===== src/watchdog_pkg.sv =====
// Constants and types shared by the seeded window watchdog files
package watchdog_pkg;

	// ----------------------------------------
	// Clock and timebase
	// ----------------------------------------
	localparam int CLK_MHZ = 40; // System clock rate in MHz
	localparam int TICK_PERIOD_US = 250; // Timebase step, a quarter millisecond
	localparam int TICK_CYCLES = TICK_PERIOD_US * CLK_MHZ; // Clock cycles per timebase step
	localparam int TIMER_W = 18; // Width of the quarter-ms period timer
	localparam logic [TIMER_W-1:0] QUARTERS_PER_MS = 18'h00004; // Timebase steps per millisecond

	// ----------------------------------------
	// Seed and response
	// ----------------------------------------
	localparam logic [7:0] SEED_RESET = 8'hA5; // Seed after power-up and hard reset
	localparam logic [7:0] SEED_ZERO = 8'h00; // Rejected seed in dynamic mode
	localparam logic [7:0] SEED_ONES = 8'hFF; // Rejected seed in dynamic mode
	localparam logic [7:0] SEED_TAPS = 8'hB8; // Right-shift feedback taps of the seed sequence

	// ----------------------------------------
	// Counters
	// ----------------------------------------
	localparam logic [3:0] BAD_STEP_UP = 4'h2; // Bad refresh adds this
	localparam logic [2:0] BAD_STEP_DOWN = 3'h1; // Good refresh subtracts this
	localparam logic [2:0] BAD_COUNT_MAX = 3'h7; // Bad counter saturates here
	localparam logic [2:0] DEV_MODE_LIMIT = 3'h0; // Limit that disables watchdog resets
	localparam logic [2:0] FAULT_CLEAR_OFF = 3'h0; // Interval that disables fault clearing
	localparam logic [3:0] RESET_COUNT_MAX = 4'hF; // Reset counter saturates here

	// ----------------------------------------
	// Period phases
	// ----------------------------------------
	typedef enum logic [1:0] {
		PHASE_IDLE = 2'b00,
		PHASE_CLOSED = 2'b01,
		PHASE_OPEN = 2'b10
	} phase_type;

endpackage


===== src/seed_if.sv =====
// Interface carrying seed load and step requests to the seed generator
`timescale 1ns/1ps
interface seed_if;
	logic loadStb; // Load loadVal into the seed
	logic [7:0] loadVal; // Value for a load
	logic stepStb; // Advance to the next dynamic seed
	logic [7:0] seed; // Current seed

	modport gen (input loadStb, input loadVal, input stepStb, output seed);
	modport ctl (output loadStb, output loadVal, output stepStb, input seed);
endinterface


===== src/watchdog_tick_divider.sv =====
// Divider making the quarter-millisecond timebase enable
`timescale 1ns/1ps
module watchdog_tick_divider #(
	parameter int TICK_CYCLES = watchdog_pkg::TICK_CYCLES
) (
	input wire logic clk,
	input wire logic rst_n,
	input wire logic clear,
	output logic tickEn
);

	// ----------------------------------------
	// Cycle counter
	// ----------------------------------------
	logic [15:0] countQ; // Cycles since last tick
	logic [15:0] countD;
	logic tickD;

	// Next count, restarted by clear so a period starts aligned
	always_comb begin
		countD = countQ + 16'h0001;
		tickD = 1'b0;
		if (clear) begin
			countD = 16'h0000;
		end else if (countQ == 16'(TICK_CYCLES - 1)) begin
			countD = 16'h0000;
			tickD = 1'b1;
		end
	end

	// Register count and tick
	always_ff @(posedge clk or negedge rst_n) begin
		if (!rst_n) begin
			countQ <= 16'h0000;
			tickEn <= 1'b0;
		end else begin
			countQ <= countD;
			tickEn <= tickD;
		end
	end

endmodule // watchdog_tick_divider


===== src/watchdog_seed_gen.sv =====
// Seed register with static load and dynamic sequence stepping
`timescale 1ns/1ps
module watchdog_seed_gen (
	input wire logic clk,
	input wire logic rst_n,
	seed_if.gen sif
);

	// ----------------------------------------
	// Seed register
	// ----------------------------------------
	logic [7:0] seedQ; // Current seed
	logic [7:0] seedD;

	// Next seed: a load wins over a step
	always_comb begin
		seedD = seedQ;
		if (sif.loadStb) begin
			seedD = sif.loadVal;
		end else if (sif.stepStb) begin
			// Galois shift; never reaches zero from a nonzero seed
			seedD = {1'b0, seedQ[7:1]} ^ (seedQ[0] ? watchdog_pkg::SEED_TAPS : 8'h00);
		end
	end

	// Register the seed; power-up value fixed
	always_ff @(posedge clk or negedge rst_n) begin
		if (!rst_n) begin
			seedQ <= watchdog_pkg::SEED_RESET;
		end else begin
			seedQ <= seedD;
		end
	end

	assign sif.seed = seedQ;

endmodule // watchdog_seed_gen


===== src/seeded_window_watchdog.sv =====
// Seeded window watchdog: timer, response check, counters and flags
//
// Contract
// - Enable bit, nonvolatile default, host writable
// - Inactive outside run and monitored standby
// - Static or dynamic seed per version
// - Static seed A5 at power-up, hard reset
// - Dynamic seed steps on every refresh attempt without a seed load or hard reset in the same cycle
// - Soft reset leaves the seed alone
// - Dynamic mode rejects 00/FF seed, raises error
// - Valid response is inverted seed, open window
// - Bad refresh sets error flag, interrupt
// - Timer restarts after every refresh event
// - Duration is two to sel milliseconds
// - Timer starts after reset pin release
// - Duration write restarts the timer
// - Window ratio closes first part of period
// - Closed-window or missing service counts bad
// - Bad counter plus two, minus one
// - Count at limit: hard reset, reset count
// - Bad limit default from nonvolatile setting
// - Limit zero means no watchdog reset
// - Good streak counts up, clears on bad
// - N good refreshes decrement fault counters
// - Fault interval default from nonvolatile setting
`timescale 1ns/1ps
module seeded_window_watchdog #(
	parameter bit DYNAMIC_SEED = 1'b0, // Version select: 0 static, 1 dynamic
	parameter int TICK_CYCLES = watchdog_pkg::TICK_CYCLES // Cycles per quarter millisecond
) (
	input wire logic clk,
	input wire logic rst_n,
	input wire logic systemOn, // Run or monitored standby
	input wire logic resetPinReleased, // Reset output pin released
	input wire logic hardResetIn, // Hard reset condition present
	input wire logic nvWatchdogEnable,
	input wire logic [3:0] nvTimerDurationSel,
	input wire logic [1:0] nvWindowRatioSel,
	input wire logic [2:0] nvBadRefreshLimit,
	input wire logic [2:0] nvFaultClearInterval,
	input wire logic enableWrStb,
	input wire logic enableWrData,
	input wire logic seedWrStb,
	input wire logic [7:0] seedWrData,
	input wire logic responseWrStb,
	input wire logic [7:0] responseWrData,
	input wire logic durationWrStb,
	input wire logic [3:0] durationWrData,
	input wire logic limitWrStb,
	input wire logic [2:0] limitWrData,
	input wire logic faultClearWrStb,
	input wire logic [2:0] faultClearWrData,
	input wire logic errorFlagClr, // Write-one-to-clear of the error flag
	input wire logic errorMask, // Masks the error interrupt
	output logic watchdogEnableBit,
	output logic [7:0] watchdogSeed,
	output logic [3:0] timerDurationSel,
	output logic [2:0] badRefreshLimit,
	output logic [2:0] faultClearInterval,
	output logic [2:0] badRefreshCount,
	output logic [2:0] goodRefreshStreak,
	output logic [3:0] resetEventCount,
	output logic watchdogErrorFlag,
	output logic interruptOutN,
	output logic goodRefreshEvent,
	output logic badRefreshEvent,
	output logic hardResetReq,
	output logic faultCountDecStb
);

	// ----------------------------------------
	// Helper functions
	// ----------------------------------------

	// Period length in quarter milliseconds
	function automatic logic [watchdog_pkg::TIMER_W-1:0] periodQuarters(input logic [3:0] sel);
		periodQuarters = watchdog_pkg::QUARTERS_PER_MS << sel;
	endfunction

	// Closed part: one quarter of the period per ratio step
	function automatic logic [watchdog_pkg::TIMER_W-1:0] closedQuarters(input logic [3:0] sel,
		input logic [1:0] ratio);
		logic [watchdog_pkg::TIMER_W-1:0] unit;
		unit = watchdog_pkg::TIMER_W'(18'h00001 << sel);
		closedQuarters = watchdog_pkg::TIMER_W'(unit * ratio);
	endfunction

	// ----------------------------------------
	// Submodules
	// ----------------------------------------
	seed_if sif (); // Seed control link
	logic tickEn; // Quarter-ms enable
	logic restart; // Period restart request

	watchdog_tick_divider #(
		.TICK_CYCLES(TICK_CYCLES)
	) u_divider (
		.clk(clk),
		.rst_n(rst_n),
		.clear(restart),
		.tickEn(tickEn)
	);

	watchdog_seed_gen u_seed (
		.clk(clk),
		.rst_n(rst_n),
		.sif(sif)
	);

	// ----------------------------------------
	// State registers
	// ----------------------------------------
	logic nvLoadedQ, nvLoadedD; // Nonvolatile defaults taken
	logic enableQ, enableD; // Software enable
	logic [3:0] durationQ, durationD; // Duration select
	logic [1:0] windowQ, windowD; // Window ratio, fixed after load
	logic [2:0] limitQ, limitD; // Bad refresh limit
	logic [2:0] fciQ, fciD; // Fault clear interval
	watchdog_pkg::phase_type phaseQ, phaseD; // Period phase
	logic [watchdog_pkg::TIMER_W-1:0] timerQ, timerD; // Quarters elapsed
	logic [2:0] badQ, badD; // Bad refresh counter
	logic [2:0] streakQ, streakD; // Consecutive good count
	logic [3:0] resetCntQ, resetCntD; // Watchdog reset count
	logic errorQ, errorD; // Sticky error flag
	logic intNQ, intND; // Interrupt pin level
	logic goodQ, goodD; // Good event pulse
	logic badEvQ, badEvD; // Bad event pulse
	logic hardQ, hardD; // Hard reset request pulse
	logic decQ, decD; // Fault decrement pulse

	// ----------------------------------------
	// Event decode
	// ----------------------------------------
	logic active; // Watchdog allowed to run
	logic attempt; // Response written while running
	logic goodHit; // Valid response
	logic expire; // Period ran out
	logic badHit; // Any bad refresh
	logic seedReject; // Illegal dynamic seed
	logic seedLoad; // Accepted seed write
	logic [3:0] badSum; // Bad count plus step

	// Decode refresh events from writes and the timer
	always_comb begin
		active = nvLoadedQ && enableQ && systemOn && resetPinReleased;
		attempt = responseWrStb && active;
		goodHit = attempt && (responseWrData == ~sif.seed) && (phaseQ == watchdog_pkg::PHASE_OPEN);
		expire = active && tickEn && (phaseQ != watchdog_pkg::PHASE_IDLE)
			&& (timerQ + 18'h00001 >= periodQuarters(durationQ));
		badHit = (attempt && !goodHit) || (expire && !attempt);
		seedReject = seedWrStb && DYNAMIC_SEED
			&& (seedWrData == watchdog_pkg::SEED_ZERO || seedWrData == watchdog_pkg::SEED_ONES);
		seedLoad = seedWrStb && !seedReject;
		badSum = {1'b0, badQ} + watchdog_pkg::BAD_STEP_UP;
	end

	// ----------------------------------------
	// Seed control
	// ----------------------------------------

	// Hard reset reloads the default; nothing here reacts to soft reset
	always_comb begin
		sif.loadStb = hardResetIn || seedLoad;
		sif.loadVal = hardResetIn ? watchdog_pkg::SEED_RESET : seedWrData;
		sif.stepStb = DYNAMIC_SEED && attempt;
	end

	// ----------------------------------------
	// Configuration next state
	// ----------------------------------------
	always_comb begin
		nvLoadedD = 1'b1;
		enableD = enableQ;
		durationD = durationQ;
		windowD = windowQ;
		limitD = limitQ;
		fciD = fciQ;
		if (!nvLoadedQ) begin
			// First cycle after reset: take nonvolatile defaults
			enableD = nvWatchdogEnable;
			durationD = nvTimerDurationSel;
			windowD = nvWindowRatioSel;
			limitD = nvBadRefreshLimit;
			fciD = nvFaultClearInterval;
		end else begin
			// Enable writes only take effect while on; duration, limit and fault clear writes always do
			if (enableWrStb && systemOn) begin
				enableD = enableWrData;
			end
			if (durationWrStb) begin
				durationD = durationWrData;
			end
			if (limitWrStb) begin
				limitD = limitWrData;
			end
			if (faultClearWrStb) begin
				fciD = faultClearWrData;
			end
		end
	end

	// ----------------------------------------
	// Period timer next state
	// ----------------------------------------
	always_comb begin
		phaseD = phaseQ;
		timerD = timerQ;
		restart = 1'b0;
		if (!active) begin
			// Held off while disabled or out of the on states
			phaseD = watchdog_pkg::PHASE_IDLE;
			timerD = '0;
		end else if (phaseQ == watchdog_pkg::PHASE_IDLE || goodHit || badHit
			|| (durationWrStb && systemOn)) begin
			// New period after events and duration changes
			restart = 1'b1;
			timerD = '0;
			phaseD = (closedQuarters(durationD, windowQ) == '0)
				? watchdog_pkg::PHASE_OPEN : watchdog_pkg::PHASE_CLOSED;
		end else if (tickEn) begin
			// Advance; open once the closed part is over
			timerD = timerQ + 18'h00001;
			if (phaseQ == watchdog_pkg::PHASE_CLOSED
				&& timerD >= closedQuarters(durationQ, windowQ)) begin
				phaseD = watchdog_pkg::PHASE_OPEN;
			end
		end
	end

	// ----------------------------------------
	// Counters and flags next state
	// ----------------------------------------
	always_comb begin
		badD = badQ;
		streakD = streakQ;
		resetCntD = resetCntQ;
		goodD = goodHit;
		badEvD = badHit;
		hardD = 1'b0;
		decD = 1'b0;
		if (badHit) begin
			streakD = '0;
			if (limitQ != watchdog_pkg::DEV_MODE_LIMIT && badSum >= {1'b0, limitQ}) begin
				// Limit reached: request reset, counter starts over
				hardD = 1'b1;
				badD = '0;
				if (resetCntQ != watchdog_pkg::RESET_COUNT_MAX) begin
					resetCntD = resetCntQ + 4'h1;
				end
			end else if (badSum > {1'b0, watchdog_pkg::BAD_COUNT_MAX}) begin
				// Development mode only (limit zero): saturate
				badD = watchdog_pkg::BAD_COUNT_MAX;
			end else begin
				badD = badSum[2:0];
			end
		end else if (goodHit) begin
			if (badQ != '0) begin
				badD = badQ - watchdog_pkg::BAD_STEP_DOWN;
			end
			if (fciQ != watchdog_pkg::FAULT_CLEAR_OFF && streakQ + 3'h1 >= fciQ) begin
				// Enough good refreshes: decrement and start over
				decD = 1'b1;
				streakD = '0;
				if (resetCntQ != '0) begin
					resetCntD = resetCntQ - 4'h1;
				end
			end else if (streakQ != 3'h7) begin
				streakD = streakQ + 3'h1;
			end
		end
		// Set wins over a clear in the same cycle
		errorD = (errorQ && !errorFlagClr) || badHit || seedReject;
		intND = !(errorD && !errorMask);
	end

	// ----------------------------------------
	// Register all state
	// ----------------------------------------
	always_ff @(posedge clk or negedge rst_n) begin
		if (!rst_n) begin
			nvLoadedQ <= 1'b0;
			enableQ <= 1'b0;
			durationQ <= 4'h0;
			windowQ <= 2'h0;
			limitQ <= 3'h0;
			fciQ <= 3'h0;
			phaseQ <= watchdog_pkg::PHASE_IDLE;
			timerQ <= '0;
			badQ <= 3'h0;
			streakQ <= 3'h0;
			resetCntQ <= 4'h0;
			errorQ <= 1'b0;
			intNQ <= 1'b1;
			goodQ <= 1'b0;
			badEvQ <= 1'b0;
			hardQ <= 1'b0;
			decQ <= 1'b0;
		end else begin
			nvLoadedQ <= nvLoadedD;
			enableQ <= enableD;
			durationQ <= durationD;
			windowQ <= windowD;
			limitQ <= limitD;
			fciQ <= fciD;
			phaseQ <= phaseD;
			timerQ <= timerD;
			badQ <= badD;
			streakQ <= streakD;
			resetCntQ <= resetCntD;
			errorQ <= errorD;
			intNQ <= intND;
			goodQ <= goodD;
			badEvQ <= badEvD;
			hardQ <= hardD;
			decQ <= decD;
		end
	end

	// ----------------------------------------
	// Outputs, all from flip-flops
	// ----------------------------------------
	assign watchdogEnableBit = enableQ;
	assign watchdogSeed = sif.seed;
	assign timerDurationSel = durationQ;
	assign badRefreshLimit = limitQ;
	assign faultClearInterval = fciQ;
	assign badRefreshCount = badQ;
	assign goodRefreshStreak = streakQ;
	assign resetEventCount = resetCntQ;
	assign watchdogErrorFlag = errorQ;
	assign interruptOutN = intNQ;
	assign goodRefreshEvent = goodQ;
	assign badRefreshEvent = badEvQ;
	assign hardResetReq = hardQ;
	assign faultCountDecStb = decQ;

endmodule // seeded_window_watchdog


===== config.mk =====
export PLATFORM = sky130hd
export DESIGN_NAME = seeded_window_watchdog
export DESIGN_NICKNAME = d
export VERILOG_FILES = /design/src/watchdog_pkg.sv /design/src/seed_if.sv /design/src/watchdog_tick_divider.sv /design/src/watchdog_seed_gen.sv /design/src/seeded_window_watchdog.sv
export SDC_FILE = /design/constraint.sdc
export NUM_CORES = 1
export LEC_CHECK = 0
export BUFFER_PORTS_ARGS = -buffer_cell sky130_fd_sc_hd__buf_2
export CORE_AREA = 4 4 129 131
export DETAILED_ROUTE_END_ITERATION = 6
export DIE_AREA = 0 0 133 135
export GPL_TIMING_DRIVEN = 0
export PLACE_DENSITY = 0.68
export SLEW_MARGIN = 10
export SYNTH_ARGS = -nofsm -noshare
export SYNTH_HDL_FRONTEND = slang
export SYNTH_SLANG_ARGS = --single-unit

===== constraint.sdc =====
create_clock -name clk -period 11 [get_ports clk]
set_input_delay 2.2 -clock clk [delete_from_list [all_inputs] [get_ports clk]]
set_output_delay 2.2 -clock clk [all_outputs]
set_load 0.03 [all_outputs]

==> results.sh, run 1 <==
export IMPL_root_buffer="clkbuf_16"
export IMPL_h_tree_depth=3
export IMPL_whs_ns=0.462
export IMPL_ys_seq_elements=75
export IMPL_rsz0062_at_grt="no"
export IMPL_core_mm2=0.0156
export IMPL_end_kind="flip-flop"
export IMPL_arrival_ns=5.96
export IMPL_antenna_cells=0
export IMPL_hold_buffers=0
export IMPL_grt_pass1_vias=5574
export IMPL_die_area_mm2=0.0180
export IMPL_power_leakage_nw=3.92
export IMPL_cp_startpoint="durationWrStb"
export IMPL_synth_top_area_share_pct=25.5
export IMPL_synth_cell_types=75
export IMPL_cts_tree="yes"
export IMPL_cts_setup_buffers=0
export IMPL_drv_slew=0
export IMPL_synth_nets=945
export IMPL_synth_top_cell_by_area="dfrtp_1"
export IMPL_fillCellCount=1519
export IMPL_synth_flop_cell="dfrtp_1"
export IMPL_viasPerCell=5.21
export IMPL_vias=5862
export IMPL_fp_row_count=46
export IMPL_dp_hpwl_mm=12.6
export IMPL_r2r_cells=23
export IMPL_ir_worst_vdd_uv=77.3
export IMPL_grt_max_degree=46
export IMPL_drive_gt1_share_pct=15.3
export IMPL_dp_slack_ns=4.91
export IMPL_yosys_warnings=0
export IMPL_clkLatencyLatePin_ns=0.33
export IMPL_postCtsResizedCells=0
export IMPL_die_w_um=133
export IMPL_ys_seq_area_share_pct=27.4
export IMPL_setup_viol=0
export IMPL_avgSynthCellArea_um2=8.50
export IMPL_first_iter_violations=367
export IMPL_drv_cap=0
export IMPL_async_flop_share_pct=100
export IMPL_clock_sinks=75
export IMPL_regToRegStartpoint="timerQ[0]$_DFFE_PN0P_"
export IMPL_drtAntennaViolNets=0
export IMPL_cp_start_kind="primary input"
export IMPL_critical_path_class="primary input to flip-flop"
export IMPL_synth_area_leaders="dfrtp_1 26%, ha_1 15%, xor2_1 6.5%"
export IMPL_synth_top_cells_by_count="112 x nor2_1, 81 x ha_1, 70 x dfrtp_1"
export IMPL_wl_mm=15.7
export IMPL_grt_ovfl_total=0
export IMPL_num_io_pins=88
export IMPL_routedWlPerCell_um=14.0
export IMPL_cp_required_ns=11.24
export IMPL_nNetsFinal=1042
export IMPL_fmax_mhz=175
export IMPL_maxSlewHeadroom_pct=50.6
export IMPL_firstDrtPassIters=5
export IMPL_final_hold_viol_count=0
export IMPL_port_buffers=85
export IMPL_worstSetupEndpoint="phaseQ[1]$_DFFE_PN0P_"
export IMPL_synth_edf_count=0
export IMPL_post_route_period_util_pct=52.0
export IMPL_path_clk_slew_ns=0.05
export IMPL_gp_congestion=0.858
export IMPL_setup_tns_final_ns=0
export IMPL_min_period_ns=5.72
export IMPL_outcome="finished, final reports clean"
export IMPL_worstReg2RegEnd="resetEventCount[3]$_DFFE_PN0P_"
export IMPL_syn_area_mm2=0.00686
export IMPL_drc=0
export IMPL_grt_first_pass_wirelength_mm=26.4
export IMPL_worstMarginPinSlew_ns=0.723
export IMPL_start_util_pct=44.0
export IMPL_min_path_type="flip-flop to flip-flop"
export IMPL_worstPathMaxFanout=8
export IMPL_synthCells=807
export IMPL_layout_setup_ws_ns=5.28
export IMPL_p_per_area_mw_per_mm2=112
export IMPL_cts_made_buffers=9
export IMPL_area_delta_synth_final_pct=14.8
export IMPL_antenna_found_initial=1
export IMPL_synth_most_common_cell="nor2_1"
export IMPL_clockBufferDepth=2
export IMPL_die_h_um=135
export IMPL_r2r_slack_ns=5.66
export IMPL_skew_ns=0.00789
export IMPL_grt_usage_pct=17.6
==> cells by family after synthesis <==
logic type	share of synthesized area (%)
AND/OR/NAND/NOR	23.0
XOR/XNOR	9.95
buffers and inverters	4.30
multiplexers	3.12
adder cells (fa/ha/maj)	15.9
AO/OA/AOI/OAI	16.2
flip-flops	27.4
other	0.0546
==> registers in the layout, summed over array words and instances, names as in the netlist <==
| register | cells |
|---|---|
| badRefreshCount | 3 |
| badRefreshEvent | 1 |
| badRefreshLimit | 3 |
| faultClearInterval | 3 |
| faultCountDecStb | 1 |
| goodRefreshEvent | 1 |
| goodRefreshStreak | 3 |
| hardResetReq | 1 |
| interruptOutN | 1 |
| nvLoadedQ | 1 |
| phaseQ | 2 |
| resetEventCount | 4 |
| timerDurationSel | 4 |
| timerQ | 18 |
| u_divider.countQ | 16 |
| u_divider.tickEn | 1 |
| u_seed.sif.seed | 8 |
| watchdogEnableBit | 1 |
| watchdogErrorFlag | 1 |
| windowQ | 2 |
==> cell usage in the layout (no fill, tap or decap), drive strengths merged, types with 6 or more instances in the layout <==
cell type,count
nor2b,15
nand3,25
inv,33
a21o,18
a211o,6
nand2,59
mux2i,18
xor2,51
nand4,11
ha,81
xnor2,27
o21ai,26
clkbuf,35
nor3,16
a21oi,42
dfrtp,70
and3,48
a211oi,8
nor2,112
o21a,11
nand2b,8
buf,97
==> cell type report <==
| type | count | area, µm² | area share, % |
|---|---|---|---|
| clock buffer | 13 | 270 | 3.43 |
| timing repair buffer | 86 | 455 | 5.78 |
| sequential | 75 | 1880 | 23.9 |
| buffer | 34 | 171 | 2.18 |
| tap | 216 | 270 | 3.43 |
| inverter | 33 | 124 | 1.57 |
| clock inverter | 3 | 21.3 | 0.270 |
| multi-input combinational | 665 | 4680 | 59.4 |
==> critical path, cell delays in order <==
cell and delay, ns:
buf_6 0.12, mux2i_1 0.18, a21oi_2 0.27, or2b_1 0.25, clkbuf_1 0.19, nor2_1 0.15
ha_1 0.17, inv_1 0.05, fa_1 0.46, nor2b_1 0.20, o311ai_0 0.19, a2111oi_2 0.36
o221a_1 0.25, o2111ai_1 0.12, nor4_2 0.23, o2111ai_1 0.26, a221oi_2 0.31
==> how the worst min path moves through the flow <==
stage | start | endpoint | slack [ns] | cells after the start
floorplan | u_divider.countQ[0]$_DFF_PN0_ | u_divider.countQ[0]$_DFF_PN0_ | 0.43 | 1
global placement | u_divider.countQ[0]$_DFF_PN0_ | u_divider.countQ[0]$_DFF_PN0_ | 0.45 | 1
detailed placement | u_divider.countQ[0]$_DFF_PN0_ | u_divider.countQ[0]$_DFF_PN0_ | 0.45 | 1
CTS | u_divider.countQ[0]$_DFF_PN0_ | u_divider.countQ[0]$_DFF_PN0_ | 0.46 | 1
global route | u_divider.countQ[0]$_DFF_PN0_ | u_divider.countQ[0]$_DFF_PN0_ | 0.48 | 1
finish | u_divider.countQ[0]$_DFF_PN0_ | u_divider.countQ[0]$_DFF_PN0_ | 0.46 | 1
==> routing by layer <==
layer	track usage, %	share of wire (%)	vias to the layer above	wire (µm)
met3	2.42	2.9	11	450
met5	0	0.051	-	8
met4	3.64	0.81	2	128
met1	24.5	49	2713	7670
met2	29.4	48	89	7490
li1	-	-	3047	-
==> report_power, final <==
| group | internal [mW] | switching (mW) | leakage [nW] | total, mW |
|---|---|---|---|---|
| clock network | 0.171 | 0.107 | 0.142 | 0.278 |
| registers | 0.304 | 0.0328 | 0.972 | 0.337 |
| logic | 0.106 | 0.164 | 2.80 | 0.269 |
| total | 0.581 | 0.304 | 3.92 | 0.885 |
==> per-stage QoR <==
step	utilization [%]	total power, mW	std cells	instance area (µm²)
floorplan	-	0.528	807	6860
CTS	50.5	0.893	1125	7880
global placement	48.5	0.604	1108	7560
finish	50.5	0.885	1125	7880
global route	50.5	0.943	1125	7880
detailed placement	48.7	0.612	1109	7590
Power figures use the tool's default switching activity.
==> run 2: changes to the inputs <==
Settings changed: PLACE_DENSITY 0.68 to 0.7.
Clock period 11 ns to 5 ns, I/O delays scaled along.
==> run 2 against run 1 <==
Effect of this change: worst setup slack worse by 5.0 ns; via count is 1.7% higher; utilization is 0.76 points higher; hold slack worse by 0.0074 ns; largest power group unchanged.
==> results.sh, run 2 (synthesis gave the netlist of run 1 again) <==
export IMPL_fmax_mhz=212
export IMPL_antenna_found_initial=0
export IMPL_nNetsFinal=1044
export IMPL_clock_sinks=75
export IMPL_core_mm2=0.0156
export IMPL_post_route_period_util_pct=94.3
export IMPL_hp_start="u_divider.countQ[0]$_DFF_PN0_"
export IMPL_area_delta_synth_final_pct=16.6
export IMPL_clockBufferDepth=2
export IMPL_drv_cap=0
export IMPL_largest_reg_flops=18
export IMPL_first_iter_violations=303
export IMPL_path_clk_slew_ns=0.06
export IMPL_r2r_cells=23
export IMPL_skew_ns=0.00763
export IMPL_whs_endpoint="u_divider.countQ[0]$_DFF_PN0_"
export IMPL_cp_start_kind="flip-flop"
export IMPL_fp_row_count=46
export IMPL_grt_usage_pct=17.8
export IMPL_antenna_cells=0
export IMPL_drv_slew=0
export IMPL_grt_ovfl_total=0
export IMPL_die_h_um=135
export IMPL_grt_first_pass_wirelength_mm=26.9
export IMPL_layout_commonest_cell="nor2_1"
export IMPL_maxSlewHeadroom_pct=59.5
export IMPL_clkLatencyLatePin_ns=0.33
export IMPL_use_met2_pct=30.5
export IMPL_drive_gt1_share_pct=17.5
export IMPL_final_hold_viol_count=0
export IMPL_use_met3_pct=1.64
export IMPL_firstDrtPassIters=5
export IMPL_start_util_pct=44.0
export IMPL_min_path_type="flip-flop to flip-flop"
export IMPL_port_buffers=85
export IMPL_r2r_slack_ns=0.29
export IMPL_cp_required_ns=5.21
export IMPL_cts_tree="yes"
export IMPL_power_leakage_nw=3.98
export IMPL_gp_congestion=0.820
export IMPL_seqCellArea_mm2=0.00189
export IMPL_routedWlPerCell_um=14.4
export IMPL_worstMarginPinSlew_ns=0.606
export IMPL_vias=5961
export IMPL_multiInputGateArea_mm2=0.00476
export IMPL_h_tree_depth=3
export IMPL_num_io_pins=88
export IMPL_final_area_mm2=0.00800
export IMPL_drtAntennaViolNets=0
export IMPL_regMostFlops="timerQ"
export IMPL_grt_pass1_vias=5711
export IMPL_die_area_mm2=0.0180
export IMPL_drc=0
export IMPL_use_met1_pct=24.0
export IMPL_outcome="finished, final reports clean"
export IMPL_critical_path_class="flip-flop to flip-flop"
export IMPL_root_buffer="clkbuf_16"
export IMPL_fillCellCount=1495
export IMPL_arrival_ns=4.92
export IMPL_dp_hpwl_mm=12.9
export IMPL_worstPathMaxFanout=6
export IMPL_place_area_mm2=0.00759
export IMPL_grt_max_degree=60
export IMPL_setup_viol=0
export IMPL_viasPerCell=5.29
export IMPL_end_kind="flip-flop"
export IMPL_finalNonFillerCells=1127
export IMPL_cp_startpoint="timerQ[0]$_DFFE_PN0P_"
export IMPL_worstReg2RegEnd="resetEventCount[3]$_DFFE_PN0P_"
export IMPL_final_cell_mix="111 x nor2_1, 90 x buf_2, 81 x ha_1, 66 x dfrtp_1, 59 x nand2_1"
export IMPL_die_w_um=133
export IMPL_top_usage_layer="met2"
export IMPL_ir_worst_vdd_uv=178
export IMPL_wl_mm=16.2
export IMPL_cts_made_buffers=9
export IMPL_p_per_area_mw_per_mm2=249
export IMPL_regToRegStartpoint="timerQ[0]$_DFFE_PN0P_"
export IMPL_hold_depth=1
export IMPL_place_inst=1109
export IMPL_min_period_ns=4.71
-- run 2: worst max-delay path by stage --
stage	to	slack, ns	cells past startpoint
2_1_floorplan	phaseQ[0]$_DFFE_PN0P_	0.47	19
3_3_place_gp	resetEventCount[3]$_DFFE_PN0P_	-0.29	23
3_5_place_dp	resetEventCount[3]$_DFFE_PN0P_	-0.33	23
4_1_cts	phaseQ[0]$_DFFE_PN0P_	0.04	19
5_1_grt	resetEventCount[3]$_DFFE_PN0P_	-0.02	23
6_report	resetEventCount[3]$_DFFE_PN0P_	0.29	23
-- run 2: stage by stage --
step / setup slack (ns) / hold slack (ns) / TNS, ns / power, mW / util [%]
after global placement: -0.290 / 0.446 / -0.290 / 1.33 / 48.5
after global routing: -0.0156 / 0.494 / -0.0156 / 2.11 / 51.3
after floorplan: 0.474 / 0.425 / 0 / 1.16 / -
after CTS: 0.0380 / 0.457 / 0 / 2.00 / 50.7
after detailed placement: -0.334 / 0.450 / -0.334 / 1.34 / 48.7
final: 0.287 / 0.455 / 0 / 1.99 / 51.3
-- run 2: routing by layer --
layer	up-vias	wire, µm	part of all wire (%)
met3	17	459	2.8
met4	0	244	1.5
met1	2803	7720	48
li1	3046	-	-
met5	-	0	0
met2	95	7810	48
-- run 2: repair_timing --
item	in CTS	in global routing
pin swaps	1	4
resized for setup	5	24
hold buffers	0	0
endpoints found under the setup margin	2	3
setup buffers	1	1
-- run 2: report_power, final --
part	leakage [nW]	internal, mW	total (mW)	switching (mW)
Clock	0.153	0.413	0.655	0.242
Sequential	0.968	0.670	0.743	0.0726
Combinational	2.86	0.235	0.596	0.361
Total	3.98	1.32	1.99	0.676
-- run 2: layout make-up --
cell class | count | area share (%)
multi-input combinational | 665 | 59.6
sequential | 75 | 23.6
timing repair buffer | 88 | 5.88
tap | 216 | 3.38
clock buffer | 12 | 3.21
buffer | 34 | 2.21
inverter | 33 | 1.55
clock inverter | 4 | 0.610
-- run 2: worst max-delay path, stage by stage, from the launching register on --
cell and delay [ns]:
dfrtp_2 0.41, ha_1 0.21, and3_1 0.23, and3_1 0.22, and3_1 0.23, and3_1 0.22, and3_1 0.16, buf_2 0.17
nand3_1 0.13, xnor2_2 0.18, ha_1 0.29, nand2_1 0.07, o21ai_2 0.19, o21ai_1 0.16, a211oi_2 0.27, o21ai_2 0.13
nor2_4 0.20, inv_1 0.13, ha_1 0.28, a21o_1 0.17, a21oi_1 0.16, xor2_1 0.16, nor2_1 0.07, xor2_1 0.14
